## src/verilog/uart_irq_defines.svh

```systemverilog
`ifndef UART_IRQ_DEFINES_SVH
`define UART_IRQ_DEFINES_SVH
// ----------------------------------------
// register byte offsets
// ----------------------------------------
`define OFS_DATA 8'h00
`define OFS_IEN 8'h04
`define OFS_IID 8'h08
`define OFS_LFR 8'h0c
`define OFS_LSR 8'h14
`define OFS_DHB 8'h24
// ----------------------------------------
// field positions
// ----------------------------------------
`define IEN_LS 2
`define IEN_TX 1
`define IEN_RX 0
`define LFR_LATCH 7
`define QC_EN 0
`define QC_RXFL 1
`define QC_TXFL 2
`define QC_DMA 3
// ----------------------------------------
// codes, reset values, sizes, timing
// ----------------------------------------
`define MODE_FIFO 2'h3
`define MODE_PLAIN 2'h0
`define ID_TX 3'h1
`define ID_RX 3'h2
`define ID_LS 3'h3
`define ID_TO 3'h6
`define ID_NONE 3'h0
`define RST_IEN 3'h0
`define RST_BYTE 8'h00
`define RST_TRIG 2'h0
`define Q_DEPTH 5'h10
`define Q_ONE 5'h01
`define TRIG_L0 5'h01
`define TRIG_L1 5'h04
`define TRIG_L2 5'h08
`define TRIG_L3 5'h0e
`define BCLK_PER_BIT 10'h010
`define STOP_ONE 10'h010
`define STOP_HALF 10'h018
`define STOP_TWO 10'h020
`define CHAR_TIMES_SHIFT 2
`endif

```

## src/verilog/uart_irq_pkg.sv

```systemverilog
`default_nettype none
package uart_irq_pkg;
  typedef struct packed {
    logic [7:0] paddr;
    logic psel;
    logic penable;
    logic pwrite;
    logic [31:0] pwdata;
  } apb_req_t;
  typedef struct packed {
    logic valid;
    logic [7:0] data;
    logic parity_err;
    logic frame_err;
    logic brk;
  } rx_char_t;
  typedef struct packed {
    logic [2:0] ien;
    logic [7:0] divisor_high_byte;
    logic [7:0] line_format_register;
    logic queue_mode_on;
    logic [1:0] rx_trigger_level;
    logic dma_handshake_select;
    logic [15:0][10:0] rx_mem;
    logic [3:0] rx_wp;
    logic [3:0] rx_rp;
    logic [4:0] rx_cnt;
    logic [4:0] rx_errs;
    logic [15:0][7:0] tx_mem;
    logic [3:0] tx_wp;
    logic [3:0] tx_rp;
    logic [4:0] tx_cnt;
    logic overrun;
    logic timeout;
    logic [11:0] idle;
    logic lvl_d;
    logic tx_empty_d;
    logic rx_evt;
    logic tx_evt;
    logic [31:0] prdata;
  } state_t;
endpackage : uart_irq_pkg
`default_nettype wire

```

## src/verilog/uart_irq_fifo_ctrl.sv

```systemverilog
`timescale 1ns/1ps
`default_nettype none
`include "uart_irq_defines.svh"
// Function
// - three enables gate each interrupt type
// - latch select routes shared address to divisor
// - divisor high byte has dedicated address
// - priority: line status, receive, transmit
// - shared address: read id, write control
// - id bits 7-6 show queue mode
// - id bits 3-1 encode top interrupt
// - bit 0 low while enabled interrupt pending
// - line status from errors; overrun cleared by read
// - data ready: buffer full or trigger reached
// - data ready reasserted after four idle characters
// - timeout after four idle characters, cleared
// - transmit empty interrupt until character written
// - first reader of receive queue clears
// - other control bits ignored unless mode on
// - trigger code selects 1, 4, 8, 14
// - bit 2 flushes transmit queue
// - bit 1 flushes receive queue
// - mode bit off clears both queues
// - sixteen byte queues in queue mode
// - no dma events in plain mode
module uart_irq_fifo_ctrl import uart_irq_pkg::*; (
  input wire logic pclk, // 100 MHz bus clock
  input wire logic presetn, // async reset, active low
  input wire apb_req_t apb, // apb request group
  output logic pready, // apb ready
  output logic pslverr, // apb error, unmapped offset
  output logic [31:0] prdata, // apb read data
  input wire logic bclk_tick, // 16x baud enable pulse
  input wire rx_char_t rx_in, // character from receive shifter
  input wire logic receiver_reset_n, // receiver reset, low holds reset
  input wire logic tx_take, // transmit shifter takes head byte
  input wire logic tx_shift_busy, // transmit shifter holds a byte
  output logic tx_valid, // transmit queue not empty
  output logic [7:0] tx_data, // head of transmit queue
  output logic irq, // interrupt request, active high
  output logic rx_dma_event, // receive dma event pulse
  output logic tx_dma_event, // transmit dma event pulse
  output logic dma_handshake_select, // dma mode select bit
  output logic [7:0] divisor_high_byte, // to baud generator
  output logic [7:0] line_format_register // to serial datapath
);
  // ----------------------------------------
  // helpers
  // ----------------------------------------
  function automatic logic is_mapped(input logic [7:0] a);
    is_mapped = (a == `OFS_DATA) || (a == `OFS_IEN) || (a == `OFS_IID) ||
                (a == `OFS_LFR) || (a == `OFS_LSR) || (a == `OFS_DHB);
  endfunction : is_mapped

  function automatic logic [4:0] trig_bytes(input logic [1:0] code);
    case (code)
      2'h0: trig_bytes = `TRIG_L0;
      2'h1: trig_bytes = `TRIG_L1;
      2'h2: trig_bytes = `TRIG_L2;
      default: trig_bytes = `TRIG_L3;
    endcase
  endfunction : trig_bytes

  // four frames in baud ticks: start + data + parity, then stop
  function automatic logic [11:0] idle_limit(input logic [7:0] lf);
    logic [9:0] bits;
    logic [9:0] stop;
    bits = 10'h006 + {8'h00, lf[1:0]} + {9'h000, lf[3]};
    if (!lf[2]) begin
      stop = `STOP_ONE;
    end else if (lf[1:0] == 2'h0) begin
      stop = `STOP_HALF;
    end else begin
      stop = `STOP_TWO;
    end
    idle_limit = {2'h0, 10'(bits * `BCLK_PER_BIT) + stop} << `CHAR_TIMES_SHIFT;
  endfunction : idle_limit

  state_t st;
  state_t nx;
  logic access;
  logic latch;
  logic [4:0] cap;
  logic rx_pop;
  logic rx_push;
  logic tx_push;
  logic tx_pop;
  logic qc_wr;
  logic mode_change;
  logic rx_flush;
  logic tx_flush;
  logic ls_read;
  logic rx_lvl;
  logic ls_pend;
  logic tx_empty;
  logic expire;
  logic head_err;
  logic [2:0] new_err;
  logic ls_irq;
  logic rx_irq;
  logic tx_irq;
  logic [2:0] irq_code;
  logic [7:0] line_status_register;

  // ----------------------------------------
  // decode and status
  // ----------------------------------------
  always_comb begin
    access = apb.psel & apb.penable;
    latch = st.line_format_register[`LFR_LATCH];
    cap = st.queue_mode_on ? `Q_DEPTH : `Q_ONE;
    rx_pop = access & ~apb.pwrite & (apb.paddr == `OFS_DATA) & ~latch & (st.rx_cnt != 5'h00);
    tx_push = access & apb.pwrite & (apb.paddr == `OFS_DATA) & ~latch & (st.tx_cnt < cap);
    tx_pop = tx_take & (st.tx_cnt != 5'h00);
    rx_push = rx_in.valid & (st.rx_cnt < cap);
    qc_wr = access & apb.pwrite & (apb.paddr == `OFS_IID);
    mode_change = qc_wr & (apb.pwdata[`QC_EN] != st.queue_mode_on);
    rx_flush = mode_change | (qc_wr & st.queue_mode_on & apb.pwdata[`QC_RXFL]);
    tx_flush = mode_change | (qc_wr & st.queue_mode_on & apb.pwdata[`QC_TXFL]);
    ls_read = access & ~apb.pwrite & (apb.paddr == `OFS_LSR);
    head_err = |st.rx_mem[st.rx_rp][10:8];
    new_err = {rx_in.parity_err, rx_in.frame_err, rx_in.brk};
    rx_lvl = st.queue_mode_on ? (st.rx_cnt >= trig_bytes(st.rx_trigger_level)) : (st.rx_cnt != 5'h00);
    ls_pend = st.overrun | (st.rx_errs != 5'h00);
    tx_empty = (st.tx_cnt == 5'h00);
    expire = st.queue_mode_on & bclk_tick & (st.rx_cnt != 5'h00) & ~rx_pop & ~rx_push &
             receiver_reset_n & (st.idle >= idle_limit(st.line_format_register) - 12'h001);
    ls_irq = st.ien[`IEN_LS] & ls_pend;
    rx_irq = st.ien[`IEN_RX] & (rx_lvl | st.timeout);
    tx_irq = st.ien[`IEN_TX] & tx_empty;
    if (ls_irq) begin
      irq_code = `ID_LS;
    end else if (rx_irq) begin
      irq_code = rx_lvl ? `ID_RX : `ID_TO;
    end else if (tx_irq) begin
      irq_code = `ID_TX;
    end else begin
      irq_code = `ID_NONE;
    end
    line_status_register = {(st.rx_errs != 5'h00), tx_empty & ~tx_shift_busy, tx_empty,
           st.rx_mem[st.rx_rp][8], st.rx_mem[st.rx_rp][9], st.rx_mem[st.rx_rp][10],
           st.overrun, (st.rx_cnt != 5'h00)};
  end

  // ----------------------------------------
  // next state
  // ----------------------------------------
  always_comb begin
    nx = st;
    // read data captured in setup; head cannot move before access, but status and id flags can change in the access cycle
    if (apb.psel & ~apb.penable) begin
      case (apb.paddr)
        `OFS_DATA: nx.prdata = {24'h000000, (latch | (st.rx_cnt == 5'h00)) ? 8'h00 : st.rx_mem[st.rx_rp][7:0]};
        `OFS_IEN: nx.prdata = {24'h000000, latch ? st.divisor_high_byte : {5'h00, st.ien}};
        `OFS_IID: nx.prdata = {24'h000000, st.queue_mode_on ? `MODE_FIFO : `MODE_PLAIN,
                               2'h0, irq_code, ~(ls_irq | rx_irq | tx_irq)};
        `OFS_LFR: nx.prdata = {24'h000000, st.line_format_register};
        `OFS_LSR: nx.prdata = {24'h000000, line_status_register};
        `OFS_DHB: nx.prdata = {24'h000000, st.divisor_high_byte};
        default: nx.prdata = 32'h00000000;
      endcase
    end
    if (access & apb.pwrite) begin
      case (apb.paddr)
        `OFS_IEN: begin
          if (latch) begin
            nx.divisor_high_byte = apb.pwdata[7:0];
          end else begin
            nx.ien = apb.pwdata[2:0]; // bits 7-3 dropped
          end
        end
        `OFS_LFR: nx.line_format_register = apb.pwdata[7:0];
        `OFS_DHB: nx.divisor_high_byte = apb.pwdata[7:0];
        `OFS_IID: begin
          nx.queue_mode_on = apb.pwdata[`QC_EN];
          if (st.queue_mode_on) begin
            nx.rx_trigger_level = apb.pwdata[7:6];
            nx.dma_handshake_select = apb.pwdata[`QC_DMA];
          end
        end
        default: nx.prdata = st.prdata;
      endcase
    end
    // receive queue
    if (rx_flush) begin
      nx.rx_wp = 4'h0;
      nx.rx_rp = 4'h0;
      nx.rx_cnt = 5'h00;
      nx.rx_errs = 5'h00;
      nx.timeout = 1'b0;
      nx.idle = 12'h000;
    end else begin
      if (rx_push) begin
        nx.rx_mem[st.rx_wp] = {new_err, rx_in.data};
        nx.rx_wp = st.rx_wp + 4'h1;
      end
      if (rx_pop) begin
        nx.rx_rp = st.rx_rp + 4'h1;
      end
      nx.rx_cnt = st.rx_cnt + {4'h0, rx_push} - {4'h0, rx_pop};
      nx.rx_errs = st.rx_errs + {4'h0, rx_push & (|new_err)} - {4'h0, rx_pop & head_err};
      if (rx_pop | rx_push | ~receiver_reset_n | ~st.queue_mode_on | (st.rx_cnt == 5'h00)) begin
        nx.idle = 12'h000;
        nx.timeout = st.timeout & ~(rx_pop | rx_push | ~receiver_reset_n | ~st.queue_mode_on);
      end else if (expire) begin
        nx.idle = 12'h000;
        nx.timeout = 1'b1;
      end else if (bclk_tick) begin
        nx.idle = st.idle + 12'h001;
      end
    end
    // overrun: a new one wins over the clearing read
    if (rx_in.valid & ~rx_push & ~rx_flush) begin
      nx.overrun = 1'b1;
    end else if (ls_read) begin
      nx.overrun = 1'b0;
    end
    // transmit queue
    if (tx_flush) begin
      nx.tx_wp = 4'h0;
      nx.tx_rp = 4'h0;
      nx.tx_cnt = 5'h00;
    end else begin
      if (tx_push) begin
        nx.tx_mem[st.tx_wp] = apb.pwdata[7:0];
        nx.tx_wp = st.tx_wp + 4'h1;
      end
      if (tx_pop) begin
        nx.tx_rp = st.tx_rp + 4'h1;
      end
      nx.tx_cnt = st.tx_cnt + {4'h0, tx_push} - {4'h0, tx_pop};
    end
    // dma events, queue mode only
    nx.lvl_d = rx_lvl;
    nx.tx_empty_d = tx_empty;
    nx.rx_evt = st.queue_mode_on & ((rx_lvl & ~st.lvl_d) | (expire & rx_lvl));
    nx.tx_evt = st.queue_mode_on & tx_empty & ~st.tx_empty_d;
  end

  always_ff @(posedge pclk or negedge presetn) begin
    if (!presetn) begin
      st <= '0;
      st.ien <= `RST_IEN;
      st.divisor_high_byte <= `RST_BYTE;
      st.line_format_register <= `RST_BYTE;
      st.rx_trigger_level <= `RST_TRIG;
      st.lvl_d <= 1'b0;
      st.tx_empty_d <= 1'b1;
    end else begin
      st <= nx;
    end
  end

  // ----------------------------------------
  // outputs
  // ----------------------------------------
  assign pready = 1'b1;
  assign pslverr = access & ~is_mapped(apb.paddr);
  assign prdata = st.prdata;
  assign tx_valid = ~tx_empty;
  assign tx_data = st.tx_mem[st.tx_rp];
  assign irq = ls_irq | rx_irq | tx_irq;
  assign rx_dma_event = st.rx_evt;
  assign tx_dma_event = st.tx_evt;
  assign dma_handshake_select = st.dma_handshake_select;
  assign divisor_high_byte = st.divisor_high_byte;
  assign line_format_register = st.line_format_register;
endmodule : uart_irq_fifo_ctrl
`default_nettype wire

```

## config.mk

```make
export PLATFORM = sky130hd
export DESIGN_NAME = uart_irq_fifo_ctrl
export DESIGN_NICKNAME = d
export VERILOG_FILES = /design/src/verilog/uart_irq_pkg.sv /design/src/verilog/uart_irq_fifo_ctrl.sv
export VERILOG_INCLUDE_DIRS = /design/src /design/src/verilog
export SDC_FILE = /design/constraint.sdc
export NUM_CORES = 1
export LEC_CHECK = 0
export BUFFER_PORTS_ARGS = -buffer_cell sky130_fd_sc_hd__buf_4
export CAP_MARGIN = 20
export CORE_MARGIN = 8
export CORE_UTILIZATION = 40
export CTS_CLUSTER_SIZE = 12
export DETAILED_ROUTE_END_ITERATION = 8
export SKIP_CTS_REPAIR_TIMING = 1
export SKIP_LAST_GASP = 1
export SYNTH_ARGS = -nofsm -noshare
export SYNTH_HDL_FRONTEND = slang
export SYNTH_SLANG_ARGS = --single-unit
```

## constraint.sdc

```tcl
create_clock -name pclk -period 4.9 [get_ports pclk]
set_input_delay 0 -clock pclk [delete_from_list [all_inputs] [get_ports pclk]]
set_output_delay 0 -clock pclk [all_outputs]
set_load 0.005 [all_outputs]
```

==> Word-level counts from Yosys, hierarchy flattened <==
Cells that the tools add are included.
{ "totals": {"regBits": 408, "latch_bits": 0, "ram_bits": 0, "romBits": 0, "in_bits": 61, "out_inout_bits": 63, "wordCells": 229, "memories": 0} }
{ "op_classes": {"add_sub_neg": 15, "mul": 0, "div_mod_pow": 0, "magnitude_cmp": 10, "eq_ne": 10, "shifts": 0, "muxes": 41, "bitwise_logic": 67, "reduce_logical": 33} }
{ "ops": {"columns": ["cell", "n"], "rows": [
  ["$bwmux W176", 1],
  ["$bwmux W128", 1],
  ["$mux W32", 3],
  ["$pmux W8 S6", 1],
  ["$bmux W11 S4", 1],
  ["$demux W11 S4", 1],
  ["$mux W8", 5],
  ["$and A1 B1 Y1", 39],
  ["$mux W13", 3],
  ["$bmux W8 S4", 1],
  ["$demux W8 S4", 1],
  ["$mux W12", 2],
  ["$mux W11", 2],
  ["$lt A4 B5 Y1 const B", 4],
  ["$mux W18", 1],
  ["$add A4 B1 Y4 const B", 4],
  ["$eq A8 B4 Y1 const B", 2],
  ["$mux W4", 4],
  ["$not A1 Y1", 16],
  ["$pmux W8 S2", 1],
  ["$add A5 B1 Y5", 3],
  ["$reduce_bool A5 Y1", 3],
  ["$sub A5 B1 Y5", 3],
  ["$add A12 B1 Y12 const B", 1],
  ["other kinds (34)", 73]
]} }

==> Depth between registers and ports, before layout <==
{ "logic_depth": {"word_depth": 13, "ltp_mapped": 15, "depth_no_buf": 14} }

==> Least setup slack after synthesis <==
No wires, ideal clock.
{ "synth_path": {"path_kind": "register to register", "startpoint": "register st[201] (netlist bit)", "endpoint": "register st[195] (netlist bit)", "setup_time_ns": 0.078, "arrival_time_ns": 3.766, "required_time_ns": 4.822, "slack_ns": 1.056, "stages_incl_launch_ff": 15, "path_buffers": 2, "period_less_slack_ns": 3.844, "path_cell_list": "dfrtp_1 clkbuf_1 buf_2 mux4_2 mux2_2 nor3b_1 a211oi_1 ha_1 inv_1 ha_1 fa_1 a21oi_1 nor2_1 or3_1 a21oi_1"} }
{ "synth_lines": {"columns": ["element", "line", "source"], "rows": [
  ["from (decl)", "uart_irq_fifo_ctrl.sv:79", "state_t st;"],
  ["from (signal assigned)", "uart_irq_fifo_ctrl.sv:250", "st <= nx;"]
]} }

==> flow_metrics.tcl <==
set metrics [dict create \
    cts_max_path_buffers 3 \
    timing.critical_path.arrival_ps 4300 \
    slew_at_the_pin_with_the_worst_max_slew_slack_ps 1038 \
    post_drt_wl_per_cell_um 21.36 \
    timing.hold.worst_endpoint "st[55]" \
    detailedPlacementHpwl_um 31050 \
    worst_hold_path_type "primary input to flip-flop" \
    synth-seq-area-share_pct 50.44 \
    core-area_um2 47350 \
    clock-root-buffer "clkbuf_16" \
    clkLatencyLatePin_ps 570 \
    number_of_global_route_vias_before_repair 12020 \
    timing.rr.end "st[195]" \
    timing_max_transition_violations_final 0 \
    clock_edge_transition_at_the_registers_on_the_reported_setup_and_hold_paths_ps 60 \
    power.clock.fraction_pct 33.2 \
    layout.cells.most_common "dfrtp_1" \
    post_synth.cell_area_avg_um2 13.65 \
    ir_worst_vdd_mv 0.3062 \
    finalSetupViolations 0 \
    final_critical_path_setup_slack_ps 1098 \
    grt_antenna_before_repair 0 \
    post_synthesis_instance_area_um2 19050 \
    finalSetupTns_ps 0 \
    length_of_the_first_detailed_routing_pass_in_iterations 7 \
    yosys.area.top_type "dfrtp_1" \
    power.combinational.fraction_pct 23.0 \
    floorplan.initialDensity_pct 40.24 \
    drt_wl_total_um 45520 \
    ys_seq_elements 384 \
    fmax_mhz 263.0 \
    status "finished, final reports clean" \
    critical_path.cell_chain "buf_4 > mux4_2 > mux2_2 > nor2_1 > a211oi_1 > ha_1 > inv_1 > ha_1 > fa_1 > a21oi_1 > nor2_1 > or3_1 > a21oi_1" \
    switching_share_pct 28.39 \
    grt-ovfl-total 0 \
    critical_path.reg2reg.startpoint "st[201]" \
    power.internal_mw 7.169 \
    cts.htree.levels 2 \
    number_of_synthesized_flops_with_an_enable_pin 0 \
    cp_slowest_stage_delay_ps 700 \
    synth_top_area_share_pct 50.30 \
    critPathLaunchType "flip-flop" \
    sequential_cell_fraction_of_total_power_pct 43.8 \
    design.final.nets 1597 \
    reg2reg_slack_ps 1100 \
    min_delay_path_depth 4 \
    pin_count_of_the_biggest_net_entering_global_routing 110 \
    synth-warning-count 0 \
    drcViolationCount 0 \
    asyncSetResetFlopFracSynth_pct 100.0 \
    worst-setup-path-type "flip-flop to flip-flop" \
    layout_worst_path_cycle_share_pct 77.58 \
    p_sw_mw 2.843 \
    postSynthCellCount 1396 \
    timing.slew.headroom_pct 30.27 \
    synthDistinctLibCells 66 \
    area_delta_synth_final_pct 15.14 \
    static-leakage-power_nw 10.28 \
    first_iter_violations 815 \
    timing.critical_path.slowest_stage_cell "dfrtp_2" \
    dr_vias 11440 \
    route.antenna.remaining_nets 0 \
    floorplan.io_pins 124 \
    fp-row-count 80 \
    floorplan.die.width_um 234.3 \
    cp_data_required_time_ps 5400 \
    drt-vias-per-instance 5.369 \
    final_weighted_congestion_in_routability_driven_placement 0.8459 \
    antenna-diode-count 0 \
    grt_pass1_wl_um 70810 \
    chipHeight_um 234.3 \
    timing.critical_path.fanout_max 16 \
    area_contributors_post_synth "dfrtp_1, mux2_2, mux4_2" \
    hold_path_startpoint "tx_take" \
    die_area_um2 54870 \
    max_cap_violations 0 \
    timing_hold_violations_final 0 \
    most_frequent_cells_in_the_layout "dfrtp_1, mux2_2, buf_4, mux4_2, nor2_1" \
    worst_r2r_path_depth 13 \
    cts_made_buffers 45 \
    cts_tree "built" \
    yosys_most_used_dff "dfrtp_1" \
    layout-drive-gt1-share_pct 41.03 \
    post-route-min-period_ps 3802 \
    timing.clock.skew_ps 20.48 \
    power.density_cell_area_nw_per_um2 456.4 \
    timing.critical_path.to_type "flip-flop" \
    cts.sink_count 384 \
    setup_repair_after_global_routing_missed_its_margin "false" \
    gr-usage-all-layers_pct 16.79 \
    dp_slack_ps 1061 \
    number_of_buffers_added_on_ports 74 \
]
[power by group through the flow]
stage | combinational, mW | sequential (mW) | clock [mW]
2_1_floorplan | 1.89 | 4.18 | 0
6_report | 2.30 | 4.39 | 3.33
5_1_grt | 2.53 | 4.49 | 3.56
3_3_place_gp | 2.21 | 4.41 | 0
4_1_cts | 2.29 | 4.39 | 3.43
3_5_place_dp | 2.28 | 4.44 | 0
[cell type report]
cell class | instances | area [µm²]
clock buffers | 67 | 1289
clock inverters | 16 | 191.4
fillers | 4199 | 25410
inverters | 44 | 165.2
multi-input cells | 864 | 8713
flip-flops and latches | 384 | 9614
well taps | 615 | 769.5
repair buffers | 141 | 1196
[sequential cells by signal, summed over array words and instances, names as in the netlist]
register              cells
rx_dma_event              1
dma_handshake_select      1
line_format_register      8
line_status_register      1
divisor_high_byte         8
st                      356
prdata                    8
tx_dma_event              1
[worst max-delay path, delay by kind of cell (launching register included)]
family | cells | cell delay (ps)
AO/OA/AOI/OAI | 3 | 390
flip-flops | 1 | 700
adder cells (fa/ha/maj) | 3 | 900
buffers and inverters | 2 | 410
multiplexers | 2 | 820
AND/OR/NAND/NOR | 3 | 540
[logic make-up (layout without fill, tap and decap cells)]
group	Yosys count	in the layout	share of synthesized area [%]
other	2	25	0.03942
and+or+nand+nor	229	229	6.337
adders and majority gates	57	57	3.888
muxes	423	423	29.92
buffers and inverters	171	268	4.452
xor gates and xnor gates	33	33	1.517
DFF	384	384	50.44
AOI/OAI and AO/OA	97	97	3.408
[worst max-delay path by stage]
stage                        from  slack (ps)  endpoint
after CTS                 st[201]        1050   st[195]
after global routing      st[201]         860   st[195]
after detailed placement  st[201]        1060   st[195]
final                     st[201]        1100   st[195]
after global placement    st[201]        1010   st[195]
after floorplan           st[201]        1060   st[195]
[metal layers]
layer,global-route usage [%],vias up,share of wire [%]
met5,0,-,0
met3,3.048,71,4.7
met1,23.03,5975,46
met4,6.234,0,3.1
met2,26.40,243,47
li1,-,5152,-
[stage by stage]
stage	std cells	total power [mW]	util [%]	area, µm²	hold WS (ps)
2_1_floorplan	1419	6.070	-	19140	-295.6
3_3_place_gp	2015	6.616	42.44	20090	24.00
3_5_place_dp	2015	6.729	42.44	20090	31.52
4_1_cts	2098	10.12	45.57	21570	-579.6
5_1_grt	2131	10.58	46.34	21940	14.86
6_report	2131	10.01	46.34	21940	0.5589
[Yosys cell counts (5+ instances only)]
cell	number
a211oi_1	7
nand3_1	16
xnor2_1	9
a21oi_1	25
nand2_4	8
mux2_1	9
nand2b_1	6
buf_1	9
and3_1	6
xor2_1	24
inv_1	44
mux4_2	84
nand4_1	14
nand2_1	49
buf_2	18
or3_1	5
dfrtp_1	383
nor2_1	74
clkbuf_1	51
buf_4	49
and2_1	5
o21ai_0	22
nor3_1	12
mux2i_1	7
nor2b_1	10
a22o_1	11
ha_1	52
mux2_2	323
Power figures use the tool's default switching activity.
